$ cat config.mk
export PLATFORM = sky130hd
export DESIGN_NAME = bfp_top
export DESIGN_NICKNAME = d
export VERILOG_FILES = /design/src/hw/bfp_pkg.sv /design/src/hw/bfp_dly_if.sv /design/src/hw/bfp_delay.sv /design/src/hw/bfp_top.sv
export SDC_FILE = /design/constraint.sdc
export NUM_CORES = 1
export LEC_CHECK = 0
export BUFFER_PORTS_ARGS = -buffer_cell sky130_fd_sc_hd__buf_4
export CELL_PAD_IN_SITES_DETAIL_PLACEMENT = 1
export CELL_PAD_IN_SITES_GLOBAL_PLACEMENT = 1
export CORE_ASPECT_RATIO = 1.75
export CORE_MARGIN = 1
export CORE_UTILIZATION = 49
export CTS_CLUSTER_SIZE = 10
export DETAILED_ROUTE_END_ITERATION = 10
export GPL_ROUTABILITY_DRIVEN = 0
export GPL_TIMING_DRIVEN = 0
export PLACE_DENSITY_LB_ADDON = 0.15
export RECOVER_POWER = 100
export SLEW_MARGIN = 10
export SYNTH_ARGS = -nofsm -noshare
export SYNTH_HDL_FRONTEND = slang
export SYNTH_SLANG_ARGS = --single-unit
$ cat constraint.sdc
create_clock -name pclk -period 4.8 [get_ports pclk]
set_input_delay 0.96 -clock pclk [delete_from_list [all_inputs] [get_ports pclk]]
set_output_delay 0.96 -clock pclk [all_outputs]
set_load 0.01 [all_outputs]
$ cat src/hw/bfp_pkg.sv
// Constants, register map and state types of the battery fault
// priority logic.
// Assumes a 200 MHz pclk and comparator levels synchronous to it.
package bfp_pkg;

  localparam int CLK_PERIOD_NS = 5;
  // Base tick of the shared delay counter; delays count these ticks
  localparam int TICK_NS = 1000;
  localparam int TICK_CYC_I = (TICK_NS + CLK_PERIOD_NS - 1) / CLK_PERIOD_NS;
  localparam int SHORT_SHIFT = 4;
  localparam int TICK_SHORT_I = ((TICK_CYC_I >> SHORT_SHIFT) > 0) ?
                                (TICK_CYC_I >> SHORT_SHIFT) : 1;
  localparam int PRE_W = 16;
  localparam logic [PRE_W-1:0] TICK_CYC = PRE_W'(TICK_CYC_I);
  localparam logic [PRE_W-1:0] TICK_SHORT_CYC = PRE_W'(TICK_SHORT_I);

  // Short-circuit delay counts raw clock cycles, never shortened
  localparam int SC_DLY_NS = 10000;
  localparam int SC_DLY_I = (SC_DLY_NS + CLK_PERIOD_NS - 1) / CLK_PERIOD_NS;
  localparam int DLY_W = 16;
  localparam logic [DLY_W-1:0] SC_DLY_CYC = DLY_W'(SC_DLY_I);

  // Delay units
  localparam int U_OC = 0;
  localparam int U_OD = 1;
  localparam int U_OCUR = 2;
  localparam int U_SC = 3;
  localparam int U_XCHG = 4;
  localparam int NUNIT = 5;

  // Register map
  localparam int ADDR_W = 8;
  localparam logic [ADDR_W-1:0] REG_STATUS = 8'h00;
  localparam logic [ADDR_W-1:0] REG_DLY_BASE = 8'h04;
  localparam logic [ADDR_W-1:0] REG_DLY_LAST = 8'h20;
  localparam int IDX_LSB = 2;
  localparam int IDX_MSB = 4;
  localparam int DLY_OC_DET = 0;
  localparam int DLY_OC_REL = 1;
  localparam int DLY_OD_DET = 2;
  localparam int DLY_OD_REL = 3;
  localparam int DLY_OCUR_DET = 4;
  localparam int DLY_OCUR_REL = 5;
  localparam int DLY_XCHG_DET = 6;
  localparam int DLY_XCHG_REL = 7;
  localparam int NDLY = 8;
  // Reset delays in ticks, index 7 first
  localparam logic [NDLY-1:0][DLY_W-1:0] DLY_RST = {
    16'h0010, 16'h0010, 16'h0010, 16'h000A,
    16'h0010, 16'h0064, 16'h0010, 16'h03E8};

  // Status bit positions
  localparam int ST_OC = 0;
  localparam int ST_OD = 1;
  localparam int ST_OCUR = 2;
  localparam int ST_SC = 3;
  localparam int ST_XCHG = 4;
  localparam int ST_STANDBY = 5;
  localparam int ST_PULL_UP = 6;
  localparam int ST_PULL_DN = 7;
  localparam int ST_CHG = 8;
  localparam int ST_DIS = 9;
  localparam int ST_SHORT = 10;
  localparam int ST_W = 11;

  typedef struct packed {
    logic [DLY_W-1:0] cnt;
  } bfp_dly_st_t;

  typedef struct packed {
    logic [PRE_W-1:0] presc;
    logic oc;
    logic od;
    logic ocur;
    logic sc;
    logic xchg;
    logic od_after_oc;
    logic standby;
    logic chg_gate;
    logic dis_gate;
    logic pull_up;
    logic pull_dn;
    logic [NDLY-1:0][DLY_W-1:0] dly;
    logic [31:0] prdata;
    logic loaded;
  } bfp_top_st_t;

  localparam bfp_top_st_t TOP_RST = '{dly: DLY_RST, chg_gate: 1'b1,
                                      dis_gate: 1'b1, default: '0};

endpackage

$ cat src/hw/bfp_dly_if.sv
// Link between the arbiter and one delay counter unit.
// Assumes the arbiter drives run, tick and limit each cycle.
`timescale 1ns/1ps
interface bfp_dly_if #(parameter int W = 16);
  logic run;
  logic tick;
  logic [W-1:0] limit;
  logic done;
  modport ctl (output run, output tick, output limit, input done);
  modport dly (input run, input tick, input limit, output done);
endinterface

$ cat src/hw/bfp_delay.sv
// One detection or release delay counter.
// Assumes tick comes from the shared time base or is held high.
`timescale 1ns/1ps
module bfp_delay
  import bfp_pkg::*;
(
  input wire logic pclk,
  input wire logic presetn,
  input wire logic cen,
  bfp_dly_if.dly d
);

  bfp_dly_st_t s_r;
  bfp_dly_st_t s_nxt;

  // Dropping run clears the count, so an interrupted delay restarts
  always_comb begin
    s_nxt = s_r;
    d.done = 1'b0;
    if (!d.run) begin
      s_nxt.cnt = '0;
    end else if (s_r.cnt >= d.limit) begin
      d.done = 1'b1;
      s_nxt.cnt = '0;
    end else if (d.tick) begin
      s_nxt.cnt = s_r.cnt + 1'b1;
    end
  end

  always_ff @(posedge pclk or negedge presetn) begin
    if (!presetn) begin
      s_r <= '0;
    end else if (cen) begin
      s_r <= s_nxt;
    end
  end
endmodule

$ cat src/hw/bfp_top.sv
// Detection arbitration of a two-cell battery protector with APB access.
// Assumes comparator levels synchronous to pclk; T pin open reads low.
//
// Summary of operation
// - Charge gate low after over-charge delay
// - Discharge gate low, stand-by after over-discharge
// - Select high shortens every delay except short-circuit detection
// - Select low gives normal counter delays
// - Short-circuit detection delay ignores the select
// - Over-charge detection beats over-discharge detection
// - Over-discharge suspended, then restarted after over-charge
// - Over-discharge after over-charge: pull-up, no stand-by
// - Over-charge first leaves sense pin released
// - Over-charge first aborts over-current detection
// - Over-current first pulls sense pin down
// - Over-discharge first aborts over-current detection
// - Over-discharge: pull-up, drop pull-down, stand-by
// - Short-circuit detection runs fully independently
// - Excessive charger blocked by discharge-side detections
// - Excessive charger delay starts after gate high
`timescale 1ns/1ps
module bfp_top
  import bfp_pkg::*;
(
  input wire logic pclk,
  input wire logic presetn,
  input wire logic cen,
  input wire logic psel,
  input wire logic penable,
  input wire logic pwrite,
  input wire logic [ADDR_W-1:0] paddr,
  input wire logic [31:0] pwdata,
  output logic [31:0] prdata,
  output logic pready,
  output logic pslverr,
  input wire logic oc_cmp,
  input wire logic od_cmp,
  input wire logic ocur_cmp,
  input wire logic sc_cmp,
  input wire logic xchg_cmp,
  input wire logic oc_rel,
  input wire logic od_rel,
  input wire logic ocur_rel,
  input wire logic test_sel,
  output logic chg_gate,
  output logic dis_gate,
  output logic vm_pull_up,
  output logic vm_pull_dn,
  output logic standby
);

  bfp_top_st_t st_r;
  bfp_top_st_t st_nxt;

  logic shorten;
  logic [PRE_W-1:0] term;
  logic tick;
  logic oc_det_run;
  logic od_det_run;
  logic ocur_det_run;
  logic sc_det_run;
  logic xchg_det_run;
  logic [NUNIT-1:0] run_v;
  logic [NUNIT-1:0] tick_v;
  logic [NUNIT-1:0][DLY_W-1:0] limit_v;
  logic [NUNIT-1:0] done_v;
  logic hit_status;
  logic hit_dly;
  logic [ADDR_W-1:0] dly_off;
  logic [IDX_MSB-IDX_LSB:0] dly_idx;
  logic [ST_W-1:0] status_v;
  logic [31:0] rd_data;

  bfp_dly_if #(.W(DLY_W)) dif [NUNIT] ();

  genvar gi;
  generate
    for (gi = 0; gi < NUNIT; gi++) begin : g_unit
      assign dif[gi].run = run_v[gi];
      assign dif[gi].tick = tick_v[gi];
      assign dif[gi].limit = limit_v[gi];
      assign done_v[gi] = dif[gi].done;
      bfp_delay u_dly (
        .pclk(pclk),
        .presetn(presetn),
        .cen(cen),
        .d(dif[gi])
      );
    end
  endgenerate

  always_comb begin
    st_nxt = st_r;

    // Shared time base; test select only moves its terminal count
    shorten = test_sel;
    term = shorten ? TICK_SHORT_CYC : TICK_CYC;
    tick = (st_r.presc >= term - 1'b1);
    st_nxt.presc = tick ? '0 : st_r.presc + 1'b1;

    // Running detections from own flag; over-discharge, over-current and charger also gated by others
    oc_det_run = !st_r.oc && oc_cmp;
    od_det_run = !st_r.od && od_cmp && !oc_det_run;
    ocur_det_run = !st_r.ocur && ocur_cmp && !st_r.oc && !st_r.od;
    sc_det_run = !st_r.sc && sc_cmp;
    // Gate high already excludes the discharge-side states
    xchg_det_run = !st_r.xchg && xchg_cmp && st_r.dis_gate &&
                   !od_det_run && !ocur_det_run && !sc_det_run;

    run_v[U_OC] = st_r.oc ? oc_rel : oc_det_run;
    limit_v[U_OC] = st_r.oc ? st_r.dly[DLY_OC_REL] : st_r.dly[DLY_OC_DET];
    tick_v[U_OC] = tick;

    run_v[U_OD] = st_r.od ? od_rel : od_det_run;
    limit_v[U_OD] = st_r.od ? st_r.dly[DLY_OD_REL] : st_r.dly[DLY_OD_DET];
    tick_v[U_OD] = tick;

    run_v[U_OCUR] = st_r.ocur ? ocur_rel : ocur_det_run;
    limit_v[U_OCUR] = st_r.ocur ? st_r.dly[DLY_OCUR_REL] :
                      st_r.dly[DLY_OCUR_DET];
    tick_v[U_OCUR] = tick;

    // Detection counts raw cycles to a fixed limit; release uses the counter
    run_v[U_SC] = st_r.sc ? ocur_rel : sc_det_run;
    limit_v[U_SC] = st_r.sc ? st_r.dly[DLY_OCUR_REL] : SC_DLY_CYC;
    tick_v[U_SC] = st_r.sc ? tick : 1'b1;

    run_v[U_XCHG] = st_r.xchg ? !xchg_cmp : xchg_det_run;
    limit_v[U_XCHG] = st_r.xchg ? st_r.dly[DLY_XCHG_REL] :
                      st_r.dly[DLY_XCHG_DET];
    tick_v[U_XCHG] = tick;

    if (done_v[U_OC]) begin
      st_nxt.oc = !st_r.oc;
    end
    if (done_v[U_OCUR]) begin
      st_nxt.ocur = !st_r.ocur;
    end
    if (done_v[U_SC]) begin
      st_nxt.sc = !st_r.sc;
    end
    if (done_v[U_XCHG]) begin
      st_nxt.xchg = !st_r.xchg;
    end
    // Charger at the pin wakes the part before the gate is released
    if (st_r.standby && od_rel) begin
      st_nxt.standby = 1'b0;
    end
    if (done_v[U_OD]) begin
      st_nxt.od = !st_r.od;
      if (!st_r.od) begin
        st_nxt.od_after_oc = st_r.oc;
        st_nxt.standby = !st_r.oc;
        st_nxt.ocur = 1'b0;
      end else begin
        st_nxt.od_after_oc = 1'b0;
        st_nxt.standby = 1'b0;
      end
    end

    st_nxt.chg_gate = !(st_nxt.oc || st_nxt.xchg);
    st_nxt.dis_gate = !(st_nxt.od || st_nxt.ocur || st_nxt.sc);
    st_nxt.pull_up = st_nxt.od;
    // Over-charge alone never pulls the pin either way
    st_nxt.pull_dn = (st_nxt.ocur || st_nxt.sc) && !st_nxt.od;

    // APB decode
    hit_status = (paddr == REG_STATUS);
    hit_dly = (paddr >= REG_DLY_BASE) && (paddr <= REG_DLY_LAST) &&
              (paddr[IDX_LSB-1:0] == '0);
    dly_off = paddr - REG_DLY_BASE;
    dly_idx = dly_off[IDX_MSB:IDX_LSB];

    status_v = '0;
    status_v[ST_OC] = st_r.oc;
    status_v[ST_OD] = st_r.od;
    status_v[ST_OCUR] = st_r.ocur;
    status_v[ST_SC] = st_r.sc;
    status_v[ST_XCHG] = st_r.xchg;
    status_v[ST_STANDBY] = st_r.standby;
    status_v[ST_PULL_UP] = st_r.pull_up;
    status_v[ST_PULL_DN] = st_r.pull_dn;
    status_v[ST_CHG] = st_r.chg_gate;
    status_v[ST_DIS] = st_r.dis_gate;
    status_v[ST_SHORT] = shorten;

    rd_data = '0;
    if (hit_status) begin
      rd_data = 32'(status_v);
    end else if (hit_dly) begin
      rd_data = 32'(st_r.dly[dly_idx]);
    end

    // Read data is captured one cycle ahead so prdata comes from a flop
    pready = psel && penable && st_r.loaded && cen;
    pslverr = pready && !(hit_status || hit_dly);
    if (psel && !st_r.loaded) begin
      st_nxt.prdata = rd_data;
      st_nxt.loaded = 1'b1;
    end
    if (pready) begin
      st_nxt.loaded = 1'b0;
      if (pwrite && hit_dly) begin
        st_nxt.dly[dly_idx] = pwdata[DLY_W-1:0];
      end
    end
  end

  always_ff @(posedge pclk or negedge presetn) begin
    if (!presetn) begin
      st_r <= TOP_RST;
    end else if (cen) begin
      st_r <= st_nxt;
    end
  end

  assign prdata = st_r.prdata;
  assign chg_gate = st_r.chg_gate;
  assign dis_gate = st_r.dis_gate;
  assign vm_pull_up = st_r.pull_up;
  assign vm_pull_dn = st_r.pull_dn;
  assign standby = st_r.standby;
endmodule

Word level (Yosys, flattened, before mapping)
Index checks and enable logic that the tools add are counted.
{"block": "word_totals", "ram_bits": 0, "memories": 0, "latchBits": 0, "in_bits": 55, "out_inout_bits": 39, "register_bits": 250, "wordCells": 160, "romBits": 0}
{"block": "classes", "shift": 0, "mul": 0, "muxes": 56, "n_lt_le_gt_ge": 10, "n_eq_ne": 5, "div": 0, "n_addsub": 8, "bitwise": 0, "n_reduce_logical": 56}
{"cell": "$mux 16", "count": 25}
{"cell": "$bwmux 128", "count": 1}
{"cell": "$add 16x1->16 const B", "count": 6}
{"cell": "$ge 16x16->1", "count": 6}
{"cell": "$bmux 16 s3", "count": 1}
{"cell": "$demux 16 s3", "count": 1}
{"cell": "$mux 1", "count": 26}
{"cell": "$logic_and 1x1->1", "count": 23}
{"cell": "$reduce_and 2->1", "count": 8}
{"cell": "$logic_not 1->1", "count": 15}
{"cell": "$ne 3x3->1 const B", "count": 5}
{"cell": "$sub 8x1->9 const B", "count": 1}
{"cell": "$ge 8x3->1 const B", "count": 1}
{"cell": "$le 8x6->1 const B", "count": 1}
{"cell": "$logic_not 8->1", "count": 1}
{"cell": "$mux 8", "count": 1}
{"cell": "$logic_or 1x1->1", "count": 5}
{"cell": "$sub 5x3->5 const B", "count": 1}
{"cell": "$lt 3x4->1 const B", "count": 1}
{"cell": "$reduce_bool 2->1", "count": 2}
{"cell": "$ge 3x1->1 const B", "count": 1}
{"cell": "$reduce_and 3->1", "count": 1}
{"cell": "$logic_not 2->1", "count": 1}
{"cell": "$mux 2", "count": 1}

Logic depth before layout (Yosys ltp)
Gate-level depths: netlist of the first run.
{"block": "depth", "ltp_word": 13, "mapped_depth": 12, "depth_no_buf": 9}

Cells and area by module
From an unflattened synthesis of the first run, not the netlist that was laid out.
{"block": "hier_totals", "hier_cells": 1463, "area_unflattened_um2": 16052.9}
{"mod": "bfp_top", "instances": 1, "cells_each": 728, "seq_area_each_um2": 4276.6, "area_per_inst_um2": 9334.0}
{"mod": "bfp_delay", "instances": 5, "cells_each": 147, "seq_area_each_um2": 400.4, "area_per_inst_um2": 1343.8}

Least setup slack after synthesis of the first run
OpenSTA, ideal clock, no wires.
{"block": "synth_path", "kind": "input to output", "start": "input paddr[2]", "end": "output pslverr", "t_required_ns": 3.840, "n_path_buf": 3, "stages": 8, "t_arrival_ns": 3.063, "setup_slack_ns": 0.777, "cell_sequence": "clkbuf_1 inv_1 clkbuf_1 ha_1 or4b_1 nor4_1 clkbuf_1 nor3_1"}
{"block": "synth_between", "elab_chain_cells": 6, "elab_cells_between_ends": 8, "cone_classes": "order compare: 2; reduce/logical: 6"}
{"item": "start: declaration", "line": "bfp_top.sv:31", "rtl": "input wire logic [ADDR_W-1:0] paddr,"}
{"item": "$ge 8x3->1 / $le 8x6->1 (equally long branches)", "line": "bfp_top.sv:169", "rtl": "hit_dly = (paddr >= REG_DLY_BASE) && (paddr <= REG_DLY_LAST) &&"}
{"item": "$logic_and 1x1->1 (2 in series)", "line": "bfp_top.sv:169"}
{"item": "$logic_or 1x1->1 *", "line": "bfp_top.sv:196", "rtl": "pslverr = pready && !(hit_status || hit_dly);"}
{"item": "$logic_not 1->1 *", "line": "bfp_top.sv:196"}
{"item": "$logic_and 1x1->1 *", "line": "bfp_top.sv:196"}
{"item": "end: declaration", "line": "bfp_top.sv:35", "rtl": "output logic pslverr,"}
Every way passes the cells marked *; elsewhere a longest branch is shown, timed or not.

==> results of run 1 <==
worst paths after layout:
| kind | startpoint | endpoint | cells after the start |
|---|---|---|---|
| min in group asynchronous | presetn | st_r[182] | 1 |
| max in group asynchronous | presetn | st_r[67] | 3 |
| max reg2reg | vm_pull_up | vm_pull_up | 12 |
| min reg2reg | g_unit[3].u_dly.s_r[15] | g_unit[3].u_dly.s_r[15] | 1 |
| max | vm_pull_up | vm_pull_up | 12 |
| min | g_unit[3].u_dly.s_r[15] | g_unit[3].u_dly.s_r[15] | 1 |
critical path: stages (launching register included):
cell             delay [ns]
dfrtp_1                0.38
clkbuf_1               0.23
clkbuf_2               0.47
clkdlybuf4s15_2        0.59
mux2i_1                0.52
ha_1                   0.35
a21o_1                 0.19
a21oi_1                0.19
o311ai_1               0.20
a211oi_4               0.52
clkbuf_1               0.49
nor3_1                 0.12
a22o_1                 0.27
cell families (layout without fill, tap and decap cells):
kind of cell,after synthesis,count (layout),share of synthesized area (%)
AO/OA/AOI/OAI,304,304,13.34
multiplexers,233,233,17.66
AND/OR/NAND/NOR,448,448,15.30
adder cells (fa/ha/maj),93,93,7.471
buffers and inverters,162,278,4.932
other,1,16,0.02408
XOR/XNOR,17,17,0.9560
flip-flops,250,250,40.31
power groups by stage:
stage / Combinational (mW) / Sequential [mW] / Clock [mW]
after floorplan: 0.591 / 2.27 / 0
final: 0.979 / 2.27 / 2.07
after global routing: 1.06 / 2.28 / 2.16
after CTS: 0.999 / 2.27 / 2.09
after detailed placement: 0.990 / 2.30 / 0
after global placement: 0.958 / 2.30 / 0
cell type report:
cell class / instances / share of cell area, %
Multi-Input combinational cell: 1111 / 49.15
Sequential cell: 250 / 36.19
Clock buffer: 52 / 4.738
Buffer: 109 / 3.195
Tap cell: 396 / 2.856
Timing Repair Buffer: 63 / 2.654
Inverter: 52 / 1.125
Clock inverter: 2 / 0.09375
state kept, by name (all words and copies together), names as in the netlist:
signal            cells
st_r                149
g_unit.u_dly.s_r     80
prdata               16
chg_gate              1
dis_gate              1
standby               1
vm_pull_dn            1
vm_pull_up            1
layer usage:
metal / part of all wire (%) / wire length, um
met1: 36 / 19700
met2: 51 / 27950
met3: 4.6 / 2524
met4: 8.2 / 4493
met5: 0 / 0
cells in the final DEF, fill, tap and decap left out, drive strengths merged, types with 55 or more instances in the layout:
master  netlist  final
a21oi        72     72
buf          60     76
mux2        134    134
nor2         84     84
clkbuf       50    147
nand3        55     55
ha           93     93
mux2i        79     79
nand2       117    117
dfrtp       232    232
stage by stage:
stage	TNS [ns]	utilization [%]
2_1_floorplan	0	-
3_3_place_gp	-12.08	52.78
3_5_place_dp	-19.05	52.98
4_1_cts	0	55.71
5_1_grt	0	55.22
6_report	0	55.22
==> impl_metrics.toml, run 1 <==
[run_status]
status = "complete, but fails checks"
violations = "capacitance limit, slew limit"

[timing]
setup_viol = 0
layout_setup_ws_ns = 0.1592
tightest_slew_ns = 2.308
min_period_over_period_pct = 96.68
skew_ns = 0.01375
hold_violations = 0
fmax_mhz = 215.5
hold_ws_ns = 0.4882
relSlewSlack_pct = -53.87
slew_violations = 86
rsz0062_at_grt = "no"
fin_crit_ns = 4.641

[pwr]
clkPwrFrac_pct = 38.9
netSwitchingPower_mw = 1.683
vdd_drop_max_uv = 297.8
power.total_mw = 5.322
power_frac_comb_pct = 18.4
pwr-share-seq_pct = 42.7
p_per_area_nw_per_um2 = 306.7
switching_share_pct = 31.63
p_int_mw = 3.639
p_leak_nw = 7.730

[floorplanning]
core_area_um2 = 31420
die_h_um = 237.9
die_area_um2 = 32530
die_w_um = 136.8
ioPinCount = 94
rows = 86
floorplan.initialDensity_pct = 49.57

[synthesis]
synth.area.top_cells = "dfrtp_1 (37%), mux2_2 (8.9%), ha_1 (7.5%)"
async_flop_share_pct = 100.0
yosys.area.top_type = "dfrtp_1"
synthFlopType = "dfrtp_1"
synth.most_common_cell = "dfrtp_1"
syn_area_um2 = 15570
synth_top_area_share_pct = 37.28
synth_seq_area_share_pct = 40.31
synth_edf_count = 0
ys_ff_latch = 250
synth-warning-count = 0
synth_cells = 1508
synth_area_per_cell_um2 = 10.33
synth_cell_types = 83
synth_common_cells = "dfrtp_1 (232), mux2_2 (123), nand2_1 (117)"

[min_path]
hp-class = "register to register"

[clock_tree]
post_cts_buffers = 0
clkLatencyLatePin_ns = 0.58
htreeDepth = 1
clk_pin_slew_ns = 0.06
tritoncts = "done"
cts_buffer_depth = 3
cts_sinks = 250
cts-hold-fix-buffers = 0
cts_made_buffers = 29
cts_resized = 8
root_buffer = "clkbuf_16"

[setup_path]
crit_fanout = 10
reg2reg_slack_ns = 0.16
arrival_ns = 5.10
cp-start-kind = "register"
critical_path_class = "register to register"
required_ns = 5.26
cp-end-kind = "register"

[global_routing]
top_usage_layer = "met2"
use_met1_pct = 38.89
gr-usage-all-layers_pct = 34.93
antenna_found_initial = 0
grt_pass1_vias = 14260
grt_pass1_wl_mm = 84.31
grt_use_met2_pct = 60.76
grt_max_degree = 95
grt_overflow = 0
grt_use_met3_pct = 4.015

[placed_design]
portBuffers = 61
placed_cell_area_um2 = 16650
dp_cells = 1982
hpwlAfterDp_mm = 41.03
place_ws_ns = -0.4679

[detailed_routing]
ant_nets = 0
wl_per_cell_um = 26.86
remaining_drc_errors = 0
num_vias = 13200
routed_wl_mm = 54.67
viasPerCell = 6.488
drt-initial-drc-count = 715
dr.pass1.iters = 5

[finish]
regArea_um2 = 6279
multi_input_area_um2 = 8528
finalNetCount = 1764
drive_above_1_share_pct = 19.34
fin_cells = 2035
syn2layout_area_growth_pct = 11.40
fillers = 3520
num_antenna_cells = 0
fin_area_um2 = 17350

[flow_run]
maxCapViolCount = 1
Note: power is estimated with default switching activity, not from simulation.
==> run 2: changes to the inputs <==
--- a/config.mk
+++ b/config.mk
@@ -16,7 +16,7 @@
 export GPL_ROUTABILITY_DRIVEN = 0
 export GPL_TIMING_DRIVEN = 0
 export PLACE_DENSITY_LB_ADDON = 0.15
-export RECOVER_POWER = 100
+export RECOVER_POWER = 25
 export SLEW_MARGIN = 10
 export SYNTH_ARGS = -nofsm -noshare
 export SYNTH_HDL_FRONTEND = slang
==> run 2 against run 1 <==
The flow still finishes with violations (capacitance limit, slew limit). Non-clock buffer count did not move. Sequential power is essentially flat. Critical path depth is 2 lower. Die area unchanged. Clock power about the same. Worst hold slack lost 0.00094 ns. Clock skew increased by 0.00088 ns. Critical path type is now primary input to output pin. Critical endpoint is now pslverr. Largest power group unchanged. Highest routed layer unchanged.
==> impl_metrics.toml, run 2 (synthesis results as in run 1) <==
[clock_tree]
clkLatencyLatePin_ns = 0.58
root_buffer = "clkbuf_16"
cts_buffer_depth = 3
cts_sinks = 250
clk_pin_slew_ns = 0.06
post_cts_buffers = 0
cts_made_buffers = 29
htreeDepth = 1
tritoncts = "done"

[detailed_routing]
routed_wl_mm = 54.74
num_vias = 13140
wl_per_cell_um = 26.90
top_layer = "met4"
dr_wl_met3_mm = 2.462
viasPerCell = 6.455
ant_nets = 0
m1WireLength_mm = 19.74
drt-initial-drc-count = 674
dr.pass1.iters = 5
remaining_drc_errors = 0
routed-wl-met2_mm = 28.06

[floorplanning]
die_w_um = 136.8
rows = 86
die_area_um2 = 32530
core_area_um2 = 31420
floorplan.initialDensity_pct = 49.57
ioPinCount = 94
die_h_um = 237.9

[finish]
utilization_pct = 55.63
num_antenna_cells = 0
finalNetCount = 1764
final_common_cell = "dfrtp_1"
largest_register_ffs = 149
fin_area_um2 = 17480
drive_above_1_share_pct = 20.99
final_cell_mix = "dfrtp_1 (232), mux2_2 (123), nand2_1 (117), buf_4 (95), ha_1 (93)"
syn2layout_area_growth_pct = 12.23
fillers = 3502
largest-register = "st_r"

[timing]
fin_crit_ns = 4.637
rsz0062_at_grt = "no"
slew_violations = 86
layout_setup_ws_ns = 0.1630
hold_violations = 0
tightest_slew_ns = 2.307
min_period_over_period_pct = 96.60
setup_viol = 0
relSlewSlack_pct = -53.80
skew_ns = 0.01464
fmax_mhz = 215.7
setup_tns_ns = 0

[setup_path]
path_depth = 10
regToRegEndpoint = "g_unit[1].u_dly.s_r[5]"
crit_family = "buffers and inverters"
cpPeakStageDelay_ns = 0.50
reg2reg_slack_ns = 0.20
cp-end-kind = "output pin"
crit_path_start = "paddr[2]"
slowest_stage = "or4b_1"
worst-path-buf-inv = 6
r2r-start = "vm_pull_up"
crit_fanout = 11
arrival_ns = 3.68
crit_end = "pslverr"
crit_chain = "buf_4, clkbuf_1, inv_1, clkbuf_2, ha_1, or4b_1, nor4_2, clkbuf_2, nor3_1, buf_4"
cp-start-kind = "primary input"
critical_path_class = "primary input to output pin"
required_ns = 3.84
r2r_cells = 11

[placed_design]
portBuffers = 61
hpwlAfterDp_mm = 41.03
placed_cell_area_um2 = 16650
place_ws_ns = -0.4679

[global_routing]
grt_max_degree = 95
gr-usage-all-layers_pct = 34.93
grt_overflow = 0
grt_pass1_vias = 14260
antenna_found_initial = 0
grt_pass1_wl_mm = 84.31

[min_path]
hp-class = "register to register"

[flow_run]
maxCapViolCount = 1

[pwr]
p_leak_nw = 7.833
p_per_area_nw_per_um2 = 305.0
vdd_drop_max_uv = 297.1
power.total_mw = 5.332

[run_status]
status = "complete, but fails checks"
violations = "capacitance limit, slew limit"
run 2: changes by cell type in the layout (fill, tap and decap cells not counted), sizes merged:
cell | before | now
buf | 76 | 119
clkbuf | 147 | 104
run 2: power breakdown:
group	total [mW]	switching, mW	internal, mW
registers	2.27	0.0943	2.18
logic	0.996	0.668	0.328
clock network	2.06	0.917	1.14
total	5.33	1.68	3.65
run 2: per-layer routing:
metal	up-vias	global-route usage, %
met5	-	0
met4	0	25.27
met3	159	4.015
met2	376	60.76
met1	6779	38.89
li1	5821	-
run 2: how the worst min path moves through the flow:
stage / start / to / slack (ns) / cells after the start
after CTS: presetn / st_r[182] / 0.42 / 1
after global routing: g_unit[3].u_dly.s_r[15] / g_unit[3].u_dly.s_r[15] / 0.50 / 1
final: g_unit[3].u_dly.s_r[15] / g_unit[3].u_dly.s_r[15] / 0.49 / 1
after floorplan: prdata[11] / prdata[11] / 0.44 / 2
after detailed placement: prdata[9] / prdata[9] / 0.48 / 2
after global placement: prdata[9] / prdata[9] / 0.47 / 2
run 2: timing repair:
item | in CTS | in global routing
hold buffers | 0 | 0
resized for setup | 8 | 3
endpoints found under the setup margin | 44 | 21
gates cloned | 0 | 0
pin swaps | 0 | 0
run 2: layout make-up:
| type | count | area [um^2] | share of cell area (%) |
|---|---|---|---|
| Clock buffer | 52 | 822.0 | 4.703 |
| Buffer | 109 | 584.3 | 3.343 |
| Sequential cell | 250 | 6279 | 35.92 |
| Timing Repair Buffer | 63 | 490.5 | 2.806 |
| Tap cell | 396 | 495.5 | 2.834 |
| Inverter | 52 | 195.2 | 1.117 |
| Clock inverter | 2 | 16.27 | 0.09305 |
| Multi-Input combinational cell | 1111 | 8598 | 49.19 |
run 2: metrics by stage:
| step | std cells | hold WS [ns] |
|---|---|---|
| 2_1_floorplan | 1523 | 0.4445 |
| 3_3_place_gp | 1980 | 0.4741 |
| 3_5_place_dp | 1982 | 0.4756 |
| 4_1_cts | 2036 | 0.4194 |
| 5_1_grt | 2035 | 0.5048 |
| 6_report | 2035 | 0.4872 |
